`src/rtl/roc_pkg.sv`:
```
/*
  roc_pkg: constants, source codes and lock functions for the relay output conditioner.
  assumes a 10 MHz system clock and a 32-bit apb register bus.
*/
package roc_pkg;
  // ----------------------------------------
  // timing
  // ----------------------------------------
  localparam int CLK_PERIOD_NS = 100;
  localparam int TICK_PERIOD_NS = 1000000;
  localparam int TICK_CYCLES = (TICK_PERIOD_NS + CLK_PERIOD_NS - 1) / CLK_PERIOD_NS;
  localparam int MS_W = 14;
  localparam logic [13:0] MS_MAX = 14'h270f;
  localparam logic [13:0] MS_RST = 14'h0000;
  localparam int COND_W = 16;

  // ----------------------------------------
  // source codes
  // ----------------------------------------
  localparam logic [3:0] SRC_NONE = 4'h0;
  localparam logic [3:0] SRC_NO_FAULT = 4'h1;
  localparam logic [3:0] SRC_BRAKE = 4'h9;
  localparam logic [3:0] SRC_LINE = 4'ha;
  localparam logic [3:0] SRC_OUTPUT = 4'hb;
  localparam logic [3:0] SRC_END_OF_REEL = 4'hc;
  localparam logic [3:0] SRC_WOBBLE_SYNC = 4'hd;
  localparam logic [3:0] SRC_PRECHARGE = 4'he;
  localparam logic [3:0] SRC_MAX = 4'he;
  localparam logic [3:0] SRC_APP_FIRST = 4'h9;

  // ----------------------------------------
  // register map and fields
  // ----------------------------------------
  localparam logic [7:0] ADDR_RELAY3_BASE = 8'h00;
  localparam logic [7:0] ADDR_RELAY4_BASE = 8'h10;
  localparam logic [7:0] ADDR_STATUS = 8'h20;
  localparam logic [3:0] OFS_CFG = 4'h0;
  localparam logic [3:0] OFS_ON_DELAY = 4'h4;
  localparam logic [3:0] OFS_OFF_HOLD = 4'h8;
  localparam logic [3:0] OFS_APP_SRC = 4'hc;
  localparam int CFG_SRC_LSB = 0;
  localparam int CFG_POL_BIT = 8;
  localparam logic POL_RST = 1'b1;

  function automatic logic roc_app_only(input logic [3:0] src);
    return (src >= SRC_APP_FIRST);
  endfunction : roc_app_only

  function automatic logic roc_delay_locked(input logic [3:0] src);
    return src == SRC_NO_FAULT || src == SRC_BRAKE || src == SRC_PRECHARGE ||
           src == SRC_LINE || src == SRC_OUTPUT;
  endfunction : roc_delay_locked

  function automatic logic roc_hold_locked(input logic [3:0] src);
    return roc_delay_locked(src);
  endfunction : roc_hold_locked

  function automatic logic roc_pol_locked(input logic [3:0] src);
    return src == SRC_NO_FAULT || src == SRC_BRAKE || src == SRC_PRECHARGE || src == SRC_LINE;
  endfunction : roc_pol_locked

  function automatic logic [13:0] roc_clamp_ms(input logic [31:0] v);
    return (v > 32'(MS_MAX)) ? MS_MAX : v[13:0];
  endfunction : roc_clamp_ms
endpackage : roc_pkg

```
`src/rtl/roc_chan_if.sv`:
```
/*
  roc_chan_if: settings and results passed between the top and one relay channel.
  assumes both ends run on the same system clock.
*/
`timescale 1ns/1ns
interface roc_chan_if;
  logic en;
  logic tick;
  logic cond;
  logic pol;
  logic [13:0] on_delay;
  logic [13:0] off_hold;
  logic state;
  logic out;
  modport ctl (output en, tick, cond, pol, on_delay, off_hold, input state, out);
  modport chan (input en, tick, cond, pol, on_delay, off_hold, output state, out);
endinterface : roc_chan_if

```
`src/rtl/roc_channel.sv`:
```
/*
  roc_channel: turn-on delay, turn-off hold and polarity for one relay output.
  assumes a one-cycle millisecond tick and settings already restricted by the top.
*/
`timescale 1ns/1ns
module roc_channel
  import roc_pkg::*;
(
  input wire logic i_clk,
  input wire logic i_resetn,
  roc_chan_if.chan bus
);
  // ----------------------------------------
  // filter
  // ----------------------------------------
  logic state_reg;
  logic out_reg;
  logic [13:0] cnt_reg;
  wire differs = bus.en & (bus.cond != state_reg);
  wire [13:0] limit = bus.cond ? bus.on_delay : bus.off_hold;
  wire done = differs & ((limit == 14'h0000) | (bus.tick & (cnt_reg >= limit)));
  wire rise_ok = (bus.on_delay == 14'h0000) | (bus.tick & (cnt_reg >= bus.on_delay));
  wire fall_ok = (bus.off_hold == 14'h0000) | (bus.tick & (cnt_reg >= bus.off_hold));

  always_ff @(posedge i_clk) begin
    if (!i_resetn || !bus.en) begin
      state_reg <= 1'b0;
      cnt_reg <= 14'h0000;
    end else if (!differs) begin
      cnt_reg <= 14'h0000;
    end else if (done) begin
      state_reg <= bus.cond;
      cnt_reg <= 14'h0000;
    end else if (bus.tick) begin
      cnt_reg <= cnt_reg + 14'h0001;
    end
  end

  always_ff @(posedge i_clk) begin
    if (!i_resetn) begin
      out_reg <= 1'b0;
    end else begin
      out_reg <= bus.en & (bus.pol ? state_reg : ~state_reg);
    end
  end

  assign bus.state = state_reg;
  assign bus.out = out_reg;
endmodule : roc_channel

```
`src/rtl/roc_relay_output_conditioner.sv`:
```
/*
  roc_relay_output_conditioner: apb slave and two conditioned relay outputs (relay 3 and 4).
  assumes internal conditions arrive on the system clock and option card presence on pins.
*/
`timescale 1ns/1ns
module roc_relay_output_conditioner
  import roc_pkg::*;
#(
  parameter int TICK_CYCLES_P = TICK_CYCLES
) (
  input wire logic i_clk,
  input wire logic i_resetn,
  input wire logic i_psel,
  input wire logic i_penable,
  input wire logic i_pwrite,
  input wire logic [7:0] i_paddr,
  input wire logic [31:0] i_pwdata,
  output logic [31:0] o_prdata,
  output logic o_pready,
  output logic o_pslverr,
  input wire logic [COND_W-1:0] i_cond,
  input wire logic i_card3_present,
  input wire logic i_card4_present,
  output logic o_relay3_drive,
  output logic o_relay4_drive
);
  // ----------------------------------------
  // millisecond tick
  // ----------------------------------------
  localparam logic [13:0] DIV_LAST = 14'(TICK_CYCLES_P - 1);
  logic [13:0] div_reg;
  wire tick = (div_reg == DIV_LAST);

  always_ff @(posedge i_clk) begin
    if (!i_resetn || tick) begin
      div_reg <= 14'h0000;
    end else begin
      div_reg <= div_reg + 14'h0001;
    end
  end

  // ----------------------------------------
  // option card synchronisers
  // ----------------------------------------
  logic [1:0] card_meta_reg;
  logic [1:0] card_reg;

  always_ff @(posedge i_clk) begin
    if (!i_resetn) begin
      card_meta_reg <= 2'h0;
      card_reg <= 2'h0;
    end else begin
      card_meta_reg <= {i_card4_present, i_card3_present};
      card_reg <= card_meta_reg;
    end
  end

  // ----------------------------------------
  // apb decode
  // ----------------------------------------
  wire setup = i_psel & ~i_penable;
  wire access = i_psel & i_penable;
  wire in_chan = (i_paddr[7:5] == 3'h0) & (i_paddr[1:0] == 2'h0);
  wire is_status = (i_paddr == ADDR_STATUS);
  wire addr_ok = in_chan | is_status;
  wire ch_idx = (i_paddr[7:4] == ADDR_RELAY4_BASE[7:4]);
  wire [3:0] ofs = i_paddr[3:0];
  wire wr = access & i_pwrite & in_chan;
  wire [3:0] wsrc = i_pwdata[CFG_SRC_LSB +: 4];

  assign o_pready = access;
  assign o_pslverr = access & ~addr_ok;

  // ----------------------------------------
  // channel settings
  // ----------------------------------------
  logic [1:0][3:0] src_reg;
  logic [1:0] pol_reg;
  logic [1:0][13:0] dly_reg;
  logic [1:0][13:0] hold_reg;
  logic [1:0] drive;
  logic [1:0] state;
  logic [1:0] cond;
  roc_chan_if ch_if[2] ();

  for (genvar g = 0; g < 2; g++) begin : g_ch
    wire wr_ch = wr & (ch_idx == 1'(g)) & card_reg[g];
    wire cfg_wr = wr_ch & (ofs == OFS_CFG);
    wire app_wr = wr_ch & (ofs == OFS_APP_SRC);
    wire cfg_ok = cfg_wr & ~roc_app_only(wsrc) & (wsrc <= SRC_MAX);
    wire app_ok = app_wr & (wsrc <= SRC_MAX);
    wire [3:0] src_next = (cfg_ok | app_ok) ? wsrc : src_reg[g];

    always_ff @(posedge i_clk) begin
      if (!i_resetn) begin
        src_reg[g] <= SRC_NONE;
        pol_reg[g] <= POL_RST;
        dly_reg[g] <= MS_RST;
        hold_reg[g] <= MS_RST;
      end else begin
        src_reg[g] <= src_next;
        if (roc_pol_locked(src_next)) begin
          pol_reg[g] <= POL_RST;
        end else if (cfg_wr) begin
          pol_reg[g] <= i_pwdata[CFG_POL_BIT];
        end
        if (roc_delay_locked(src_next)) begin
          dly_reg[g] <= MS_RST;
        end else if (wr_ch && ofs == OFS_ON_DELAY) begin
          dly_reg[g] <= roc_clamp_ms(i_pwdata);
        end
        if (roc_hold_locked(src_next)) begin
          hold_reg[g] <= MS_RST;
        end else if (wr_ch && ofs == OFS_OFF_HOLD) begin
          hold_reg[g] <= roc_clamp_ms(i_pwdata);
        end
      end
    end

    assign cond[g] = (src_reg[g] == SRC_NONE) ? 1'b0 : i_cond[src_reg[g]];
    assign ch_if[g].en = card_reg[g];
    assign ch_if[g].tick = tick;
    assign ch_if[g].cond = cond[g];
    assign ch_if[g].pol = pol_reg[g];
    assign ch_if[g].on_delay = dly_reg[g];
    assign ch_if[g].off_hold = hold_reg[g];
    assign state[g] = ch_if[g].state;
    assign drive[g] = ch_if[g].out;

    roc_channel u_chan (
      .i_clk(i_clk),
      .i_resetn(i_resetn),
      .bus(ch_if[g])
    );

  end

  // ----------------------------------------
  // read data
  // ----------------------------------------
  wire [31:0] status_word = {24'h000000, drive[1], state[1], cond[1], drive[0], state[0], cond[0], card_reg};
  wire [31:0] cfg_word = {23'h000000, pol_reg[ch_idx], 4'h0, src_reg[ch_idx]};
  wire [31:0] chan_word = (ofs == OFS_CFG) ? cfg_word :
                          (ofs == OFS_ON_DELAY) ? {18'h00000, dly_reg[ch_idx]} :
                          (ofs == OFS_OFF_HOLD) ? {18'h00000, hold_reg[ch_idx]} :
                          {28'h0000000, src_reg[ch_idx]};
  wire [31:0] rd_word = is_status ? status_word :
                        (in_chan & card_reg[ch_idx]) ? chan_word : 32'h00000000;
  logic [31:0] prdata_reg;

  always_ff @(posedge i_clk) begin
    if (!i_resetn) begin
      prdata_reg <= 32'h00000000;
    end else if (setup) begin
      prdata_reg <= rd_word;
    end
  end

  assign o_prdata = prdata_reg;
  assign o_relay3_drive = drive[0];
  assign o_relay4_drive = drive[1];
endmodule : roc_relay_output_conditioner

```
`config.mk`:
```
export PLATFORM = sky130hd
export DESIGN_NAME = roc_relay_output_conditioner
export DESIGN_NICKNAME = d
export VERILOG_FILES = /design/src/rtl/roc_pkg.sv /design/src/rtl/roc_chan_if.sv /design/src/rtl/roc_channel.sv /design/src/rtl/roc_relay_output_conditioner.sv
export SDC_FILE = /design/constraint.sdc
export NUM_CORES = 1
export LEC_CHECK = 0
export BUFFER_PORTS_ARGS = -buffer_cell sky130_fd_sc_hd__clkbuf_2
export CAP_MARGIN = 25
export CORE_MARGIN = 8
export CORE_UTILIZATION = 60
export CTS_BUF_LIST = sky130_fd_sc_hd__clkbuf_4 sky130_fd_sc_hd__clkbuf_8
export DETAILED_ROUTE_END_ITERATION = 8
export PLACE_DENSITY = 0.88
export SYNTH_ARGS = -nofsm -noshare
export SYNTH_HDL_FRONTEND = slang
export SYNTH_HIERARCHICAL = 1
export SYNTH_SLANG_ARGS = --single-unit
```
`constraint.sdc`:
```
create_clock -name i_clk -period 4.35 [get_ports i_clk]
set_clock_uncertainty 0.05 [all_clocks]
set_input_delay 0.87 -clock i_clk [delete_from_list [all_inputs] [get_ports i_clk]]
set_output_delay 0.87 -clock i_clk [all_outputs]
set_load 0.005 [all_outputs]
```
==> results by stage, run 1 <==
Run status:
- The flow ran to the end, and the final reports show no timing, DRC or antenna violations.

Global route:
- The overflow left after global routing is 0.
- The maximum number of pins on one net before global-route repair is 35.
- The global-route wire length before repair is 32700 um.
- Across every metal layer, demand over resource in global routing totals 24.7%.
- The initial antenna violation count came to 0.
- The via count of the first global-routing pass is 6776.

Floorplan:
- The floorplan die width is 128 um.
- The placeable core region is 12100 um^2.
- The number of primary I/O pins is 99.
- The die covers 16300 um^2.
- Row generation in the floorplan step produced 40 rows.
- Once the floorplan was initialized, standard cells occupied 61.9% of the core.
- The height of the die is 128 um.

Routing:
- The via count is 6929.
- The residual antenna-violating net count after detailed routing is 0.
- The routed length per instance is 17.4 um.
- The first TritonRoute pass finished after 6 iterations.
- The detailed router's first-iteration violation count is 770.
- Dividing the detail-routed via count by the number of cells gives 6.06.
- In the routed design, unresolved DRC markers number 0.
- The total wire length after detailed routing is 19900 um.

Cells and area:
- Summing all non-filler instances in the final layout gives an area of 8250 um^2.
- The layout cell share with drive strength beyond 1 is 15.2%.
- The number of standard cells in the final layout excluding fillers is 1144.
- The number of antenna diodes in the final layout is 0.
- For this run, the post-layout net count is 1058.
- The post-route core utilization is 68.4%.
- The area growth from synthesis to layout is 10.6%.

Synthesis:
- The number of register bits inferred by synthesis is 130.
- In the synthesized netlist, mux cells make up 11.6% of the area.
- The number of warnings issued by yosys is 6.
- The number of distinct library cells after synthesis is 56.
- The main combinational cell family by area after synthesis is simple AND/OR/NAND/NOR gates.
- The post-synthesis average cell area is 8.26 um^2.
- Of all flip-flops after synthesis, the portion carrying an async set or reset was 0%.
- The most used flip-flop cell after synthesis is dfxtp_1.
- For this run, the register share of the synthesized area comes to 34.9%.
- The number of instances in the synthesized netlist is 904.
- After Yosys synthesis, and, or, nand and nor cells account for 25.2% of the synthesized area.
- The synthesized netlist devotes 11.8% of its cell area to compound gates.
- By area the synthesized netlist is led by dfxtp_1, mux2i_1, nand2_1, ha_1, nor2_1.
- The cell taking the most area after synthesis is dfxtp_1.
- After Yosys synthesis, XOR and XNOR cells account for 5.05% of the synthesized area.
- Summed over its instances, the top area cell type makes up 34.9% of the synthesized netlist area.
- The area of the mapped netlist is 7460 um^2.
- The synthesized netlist devotes 5.20% of its cell area to adder and majority cells.
- The count of flip-flops with a built-in enable after synthesis is 0.

Timing:
- Setup violations remaining at the end of the flow were counted as 0.
- The summed negative setup slack over all endpoints is 0 ns.
- Based on the critical path, the design can be clocked at up to 258 MHz.
- The number of hold violations in the final report is 0.
- Setup repair after global routing left no endpoint under its margin.
- The slew of the pin with the lowest slew margin is 0.886 ns.
- The max-slew headroom at the worst pin is 40.8%.
- The share of the clock period used by the worst path after layout is 89.0%.
- After layout, the minimum clock period comes to 3.87 ns.
- The final number of max-transition violations is 0.

Clocking:
- The maximum level of the CTS H-tree is 4.
- The worst-skew pair later-pin latency is 0.44 ns.
- The number of buffers between clock root and the deepest sink is 2.
- The post-cts hold buffer count is 0.
- Once the clock tree was built, the resizer swapped 0 gates to a different size.
- The count of buffers added by post-CTS timing repair for setup is 0.
- Clock tree synthesis found a total of 130 sinks.
- The number of buffers added by the clock tree synthesis step is 17.
- The clock tree from TritonCTS is done.
- The buffer type at the clock tree root is clkbuf_8.
- The clock transition at the registers of the reported paths is 0.07 ns.

Place:
- The post-detailed-placement half-perimeter wirelength is 14500 um.
- The congestion estimate from routability-driven global placement came to 0.957.
- The number of placed instances, taps included is 1113.
- In this run the cell area measured after placement is 7890 um^2.
- The count of input and output buffers is 79.

Power:
- Power spread over the standard cell area amounts to 277 nW/um^2.
- In this run the static leakage power is 0.00310 uW.
- The worst-case IR drop observed on VDD is 202 uV.

Worst setup path:
- STA classifies the critical path startpoint as a flip-flop.
- The worst setup path is of the flip-flop to flip-flop kind.
- STA classifies the critical path endpoint as a flip-flop.
- For the worst setup path, the data required time is 4.67 ns.
- In this run the worst path has a maximum fanout of 21.
- At the worst endpoint, the arrival time is 4.20 ns.

Worst hold path:
- The tightest min-delay check is of the flip-flop to flip-flop type.

Run:
- The tool flagged a number of max-cap violations equal to 0.
per-stage QoR:
stage	hold slack [ns]	setup slack (ns)	power [uW]
after CTS	0.393	0.556	2290
after global placement	0.369	0.460	1340
after floorplan	0.362	0.650	1300
after global routing	0.427	0.354	2360
final	0.387	0.478	2290
after detailed placement	0.377	0.322	1340
final timing paths:
path	slack, ns	cells after the start	startpoint	end
max	0.48	12	src_reg[0]$_SDFF_PN0_	g_ch[0].u_chan/cnt_reg[8]$_SDFFE_PP0P_
min	0.39	1	card_meta_reg[0]$_SDFF_PN0_	card_reg[0]$_SDFF_PN0_
max reg2reg	0.48	12	src_reg[0]$_SDFF_PN0_	g_ch[0].u_chan/cnt_reg[8]$_SDFFE_PP0P_
min reg2reg	0.39	1	card_meta_reg[0]$_SDFF_PN0_	card_reg[0]$_SDFF_PN0_
power breakdown:
part / total, uW / leakage, uW / switching (uW) / internal, uW
combinational: 118 / 0.00185 / 71.4 / 46.2
clock: 966 / 0.000200 / 446 / 521
sequential: 1200 / 0.00105 / 4.70 / 1200
total: 2290 / 0.00310 / 522 / 1760
routing by layer:
layer / vias to the layer above / track usage, % / part of all wire [%]
met4: 0 / 12.5 / 3.5
met1: 3218 / 30.5 / 41
met3: 61 / 6.24 / 9.1
li1: 3291 / - / -
met2: 359 / 39.2 / 46
met5: - / 0 / 0
cells in the mapped netlist (21+ instances only):
cell type	n
mux2i_1	66
and3_1	40
a21oi_1	44
xor2_1	22
nor2_1	101
nand2_1	113
nand3_1	50
o21ai_0	38
ha_1	31
xnor2_1	21
dfxtp_1	130
clkbuf_1	33
nand4_1	21
area by class of cell:
type                       instances  area [um^2]
timing repair buffer              93          500
fill                             950         3810
clock inverter                     6         55.1
sequential                       130         2600
multi-input combinational        701         4490
tap                              168          210
inverter                          21         78.8
clock buffer                      25          313
critical path: stages, from the launching register on:
cell	delay, ns
dfxtp_1	0.62
mux4_2	0.57
nor3b_1	0.37
a211oi_4	0.07
buf_4	0.26
mux2i_1	0.37
ha_1	0.32
nand4_1	0.10
a21oi_1	0.06
o311ai_1	0.46
o2111ai_2	0.18
buf_4	0.23
nor2_1	0.12
cells in the final DEF, fill, tap and decap left out, types with 20 or more instances in the layout:
cell type	n
nor2_1	101
clkbuf_2	79
clkbuf_8	20
a21oi_1	44
o21ai_0	38
inv_1	20
mux2i_1	66
xnor2_1	21
xor2_1	22
nand2_1	113
nand4_1	21
ha_1	31
dfxtp_1	130
nand3_1	50
and3_1	40
cells by family after synthesis:
| kind of cell | count (synthesis) |
|---|---|
| AND/OR/NAND/NOR | 391 |
| AO/OA/AOI/OAI | 141 |
| flip-flops | 130 |
| buffers and inverters | 90 |
| multiplexers | 77 |
| XOR/XNOR | 43 |
| adder cells (fa/ha/maj) | 31 |
| other | 1 |
(Power assumes the default switching activity.)
==> inputs of run 2 (changes only) <==
Settings changed: CORE_ASPECT_RATIO set to 1.5, MAX_ROUTING_LAYER set to met4.
==> results by stage, run 2 (same netlist as run 1, synthesis figures left out) <==
Cells and area:
- The area added between synthesis and finish is 11.1%.
- The library cell used most frequently in the layout, excluding fill and tap cells, is dfxtp_1.
- The layout cell share with drive strength beyond 1 came to 15.5% (+0.35 points).
- The number of nets at the end of the flow is 1061 (+0.28%).
- The number of standard cells in the final layout excluding fillers is 1136 (-0.70%).
- The finished layout cell area came to 8290 um^2 (+0.47%).
- The antenna cell count came to 0 (unchanged).
- In the layout the commonest cells are dfxtp_1, nand2_1, nor2_1, clkbuf_2, mux2i_1.

Routing:
- The vias per cell is 6.31 (+4.2%).
- The total wire length after detailed routing is 21400 um (+7.6%).
- The detailed-router iteration count before antenna repair is 5 (-1).
- The residual antenna-violating net count after detailed routing is 0 (unchanged).
- The detailed router's first-iteration violation count was 555 (-28%).
- The routed length per instance is 18.8 um (+8.3%).
- The via count came to 7167 (+3.4%).
- The count of unresolved DRC violations after routing is 0 (unchanged).

Worst setup path:
- The endpoint required time on the critical path is 4.68 ns (about the same).
- The number of cells on the worst reg-to-reg path is 10 (-2).
- STA classifies the critical path startpoint as a flip-flop.
- The biggest fanout along the worst timing path came to 13 (-38%).
- By startpoint and endpoint, the worst setup path is classified as flip-flop to flip-flop.
- The reg-to-reg setup timing slack came to 0.54 ns (+0.06 ns).
- The data arrival time at the worst-slack endpoint came to 4.14 ns (-0.06 ns).
- The capturing element type of the critical path is a flip-flop.

Run status:
- The flow ran to the end, and the final reports show no timing, DRC or antenna violations.

Clocking:
- The maximum level of the CTS H-tree came to 4 (unchanged).
- The count of buffers added by post-CTS timing repair for setup is 0 (unchanged).
- The number of sinks handled by clock tree synthesis came to 130 (unchanged).
- TritonCTS built the clock tree.
- Clock tree synthesis selected as its root buffer the cell clkbuf_8.
- The clock transition at the registers of the reported paths is 0.09 ns (+0.02 ns).
- The post-cts hold buffer count is 0 (unchanged).
- The number of buffers between clock root and the deepest sink is 2 (unchanged).
- The number of resized instances in the post-cts repair step is 0 (unchanged).
- The worst-skew pair later-pin latency was 0.45 ns (about the same).
- The number of buffers added by the clock tree synthesis step is 17 (unchanged).

Global route:
- The via count of the first global-routing pass came to 7080 (+4.5%).
- The met2 track demand over resource is 43.4% (+4.2 points).
- The initial antenna violation count is 0 (unchanged).
- The overflow left after global routing is 0 (unchanged).
- The fraction of met1 tracks used by global routing is 27.2% (-3.3 points).
- The total routing resource utilization after global routing came to 26.8% (+2.1 points).
- The met3 global-route usage is 5.97% (-0.27 points).
- The global-route wire length before repair was 34300 um (+4.7%).
- The maximum number of pins on one net before global-route repair came to 41 (+17%).
- After global routing, the most crowded layer is met2.

Place:
- The routability congestion estimate from global placement is 0.963 (+0.70%).
- The post-detailed-placement half-perimeter wirelength was 15400 um (+6.1%).
- The number of placed instances, taps included is 1104 (-0.81%).
- The count of input and output buffers is 79 (unchanged).
- The post-detailed-placement cell area came to 7890 um^2 (about the same).

Floorplan:
- The height of the die is 153 um (+20%).
- The row count came to 50 (+25%).
- The placeable core region is 12300 um^2 (+2.2%).
- The initial standard-cell utilization of the core is 60.6% (-1.3 points).
- The area enclosed by the die boundary is 16300 um^2 (+0.45%).
- The floorplan die width is 107 um (-16%).
- The number of primary I/O pins came to 99 (unchanged).

Power:
- The sequential power share is 50.5% (-2.1 points).
- The power density over the cells is 286 nW/um^2 (+3.4%).
- The switching part of the total is 25.2% (+2.4 points).
- The largest voltage drop on the vdd net is 216 uV (+7.0%).
- The share of power burned in the clock network came to 44.5% (+2.2 points).
- The cell internal power dissipation is 1770 uW (+0.64%).
- The static power due to leakage is 0.00311 uW (+0.41%).
- The net switching power was 599 uW (+15%).
- The combinational share of power is 4.9% (-0.2 points).

Timing:
- The summed negative setup slack over all endpoints is 0 ns (unchanged).
- The post-layout minimum cycle time is 3.81 ns (-0.0572 ns).
- The highest clock rate is 262 MHz (+1.5%).
- The slew of the pin with the lowest slew margin is 0.913 ns (+0.0267 ns).
- The count of final setup violators is 0 (unchanged).
- Setup repair after global routing left no endpoint under its margin.
- The max-slew headroom at the worst pin is 39.0% (-1.8 points).
- The number of hold violations in the final report is 0 (unchanged).
- The share of the clock period used by the worst path after layout is 87.7% (-1.3 points).
- The final number of max-transition violations is 0 (unchanged).

Worst hold path:
- The worst hold path belongs to the class flip-flop to flip-flop.
- The worst hold path cell count is 1 (unchanged).

Run:
- The max-capacitance violation count is 0 (unchanged).
## run 2: cell types whose count changed in the layout (fill, tap and decap cells not counted)
cell and delta:
inv_6 +6, clkinv_2 -4, buf_4 +3, clkbuf_4 -3
clkbuf_8 -3, clkinv_4 +2, clkinvlp_4 +2, bufinv_16 +1
## run 2: final timing paths
check                                                 start                                      end
worst max-delay path                  src_reg[4]$_SDFF_PN0_  g_ch[1].u_chan/cnt_reg[13]$_SDFFE_PP0P_
worst min-delay path            card_meta_reg[1]$_SDFF_PN0_                   card_reg[1]$_SDFF_PN0_
worst max register to register        src_reg[4]$_SDFF_PN0_  g_ch[1].u_chan/cnt_reg[13]$_SDFFE_PP0P_
worst min register to register  card_meta_reg[1]$_SDFF_PN0_                   card_reg[1]$_SDFF_PN0_
## run 2: cell type report
class	count	area, um^2
clock inverters	13	150
flip-flops and latches	130	2600
well taps	156	195
fillers	973	4030
multi-input cells	701	4490
clock buffers	19	249
inverters	21	78.8
repair buffers	96	523
## run 2: routing by layer
metal	share of wire [%]	vias to the layer above	routed length, um
met5	0	-	0
li1	-	3303	-
met4	8.3	0	1770
met1	36	3288	7770
met2	48	428	10200
met3	7.6	148	1620
## run 2: worst max-delay path, cell delays in order, from the launching register on
cell,delay (ns)
dfxtp_1,0.59
mux4_2,0.57
mux4_2,0.73
mux2i_1,0.20
buf_4,0.17
ha_1,0.30
a21o_1,0.19
o311ai_1,0.42
o2111ai_2,0.19
buf_4,0.21
nor2_1,0.12
## run 2: power by group through the flow
stage          Clock (uW)  Sequential (uW)  Combinational (uW)
5_1_grt              1110             1200                 126
3_3_place_gp            0             1230                 111
6_report             1060             1200                 117
2_1_floorplan           0             1230                70.7
4_1_cts              1060             1200                 114
3_5_place_dp            0             1230                 113
## run 2: through the flow
| stage | hold WS (ns) | worst slack [ns] | utilization [%] | power, uW |
|---|---|---|---|---|
| floorplan | 0.362 | 0.650 | - | 1300 |
| global placement | 0.363 | 0.410 | 64.1 | 1340 |
| detailed placement | 0.370 | 0.360 | 64.1 | 1340 |
| CTS | 0.392 | 0.577 | 67.3 | 2380 |
| global route | 0.399 | 0.395 | 67.3 | 2440 |
| finish | 0.390 | 0.535 | 67.3 | 2370 |
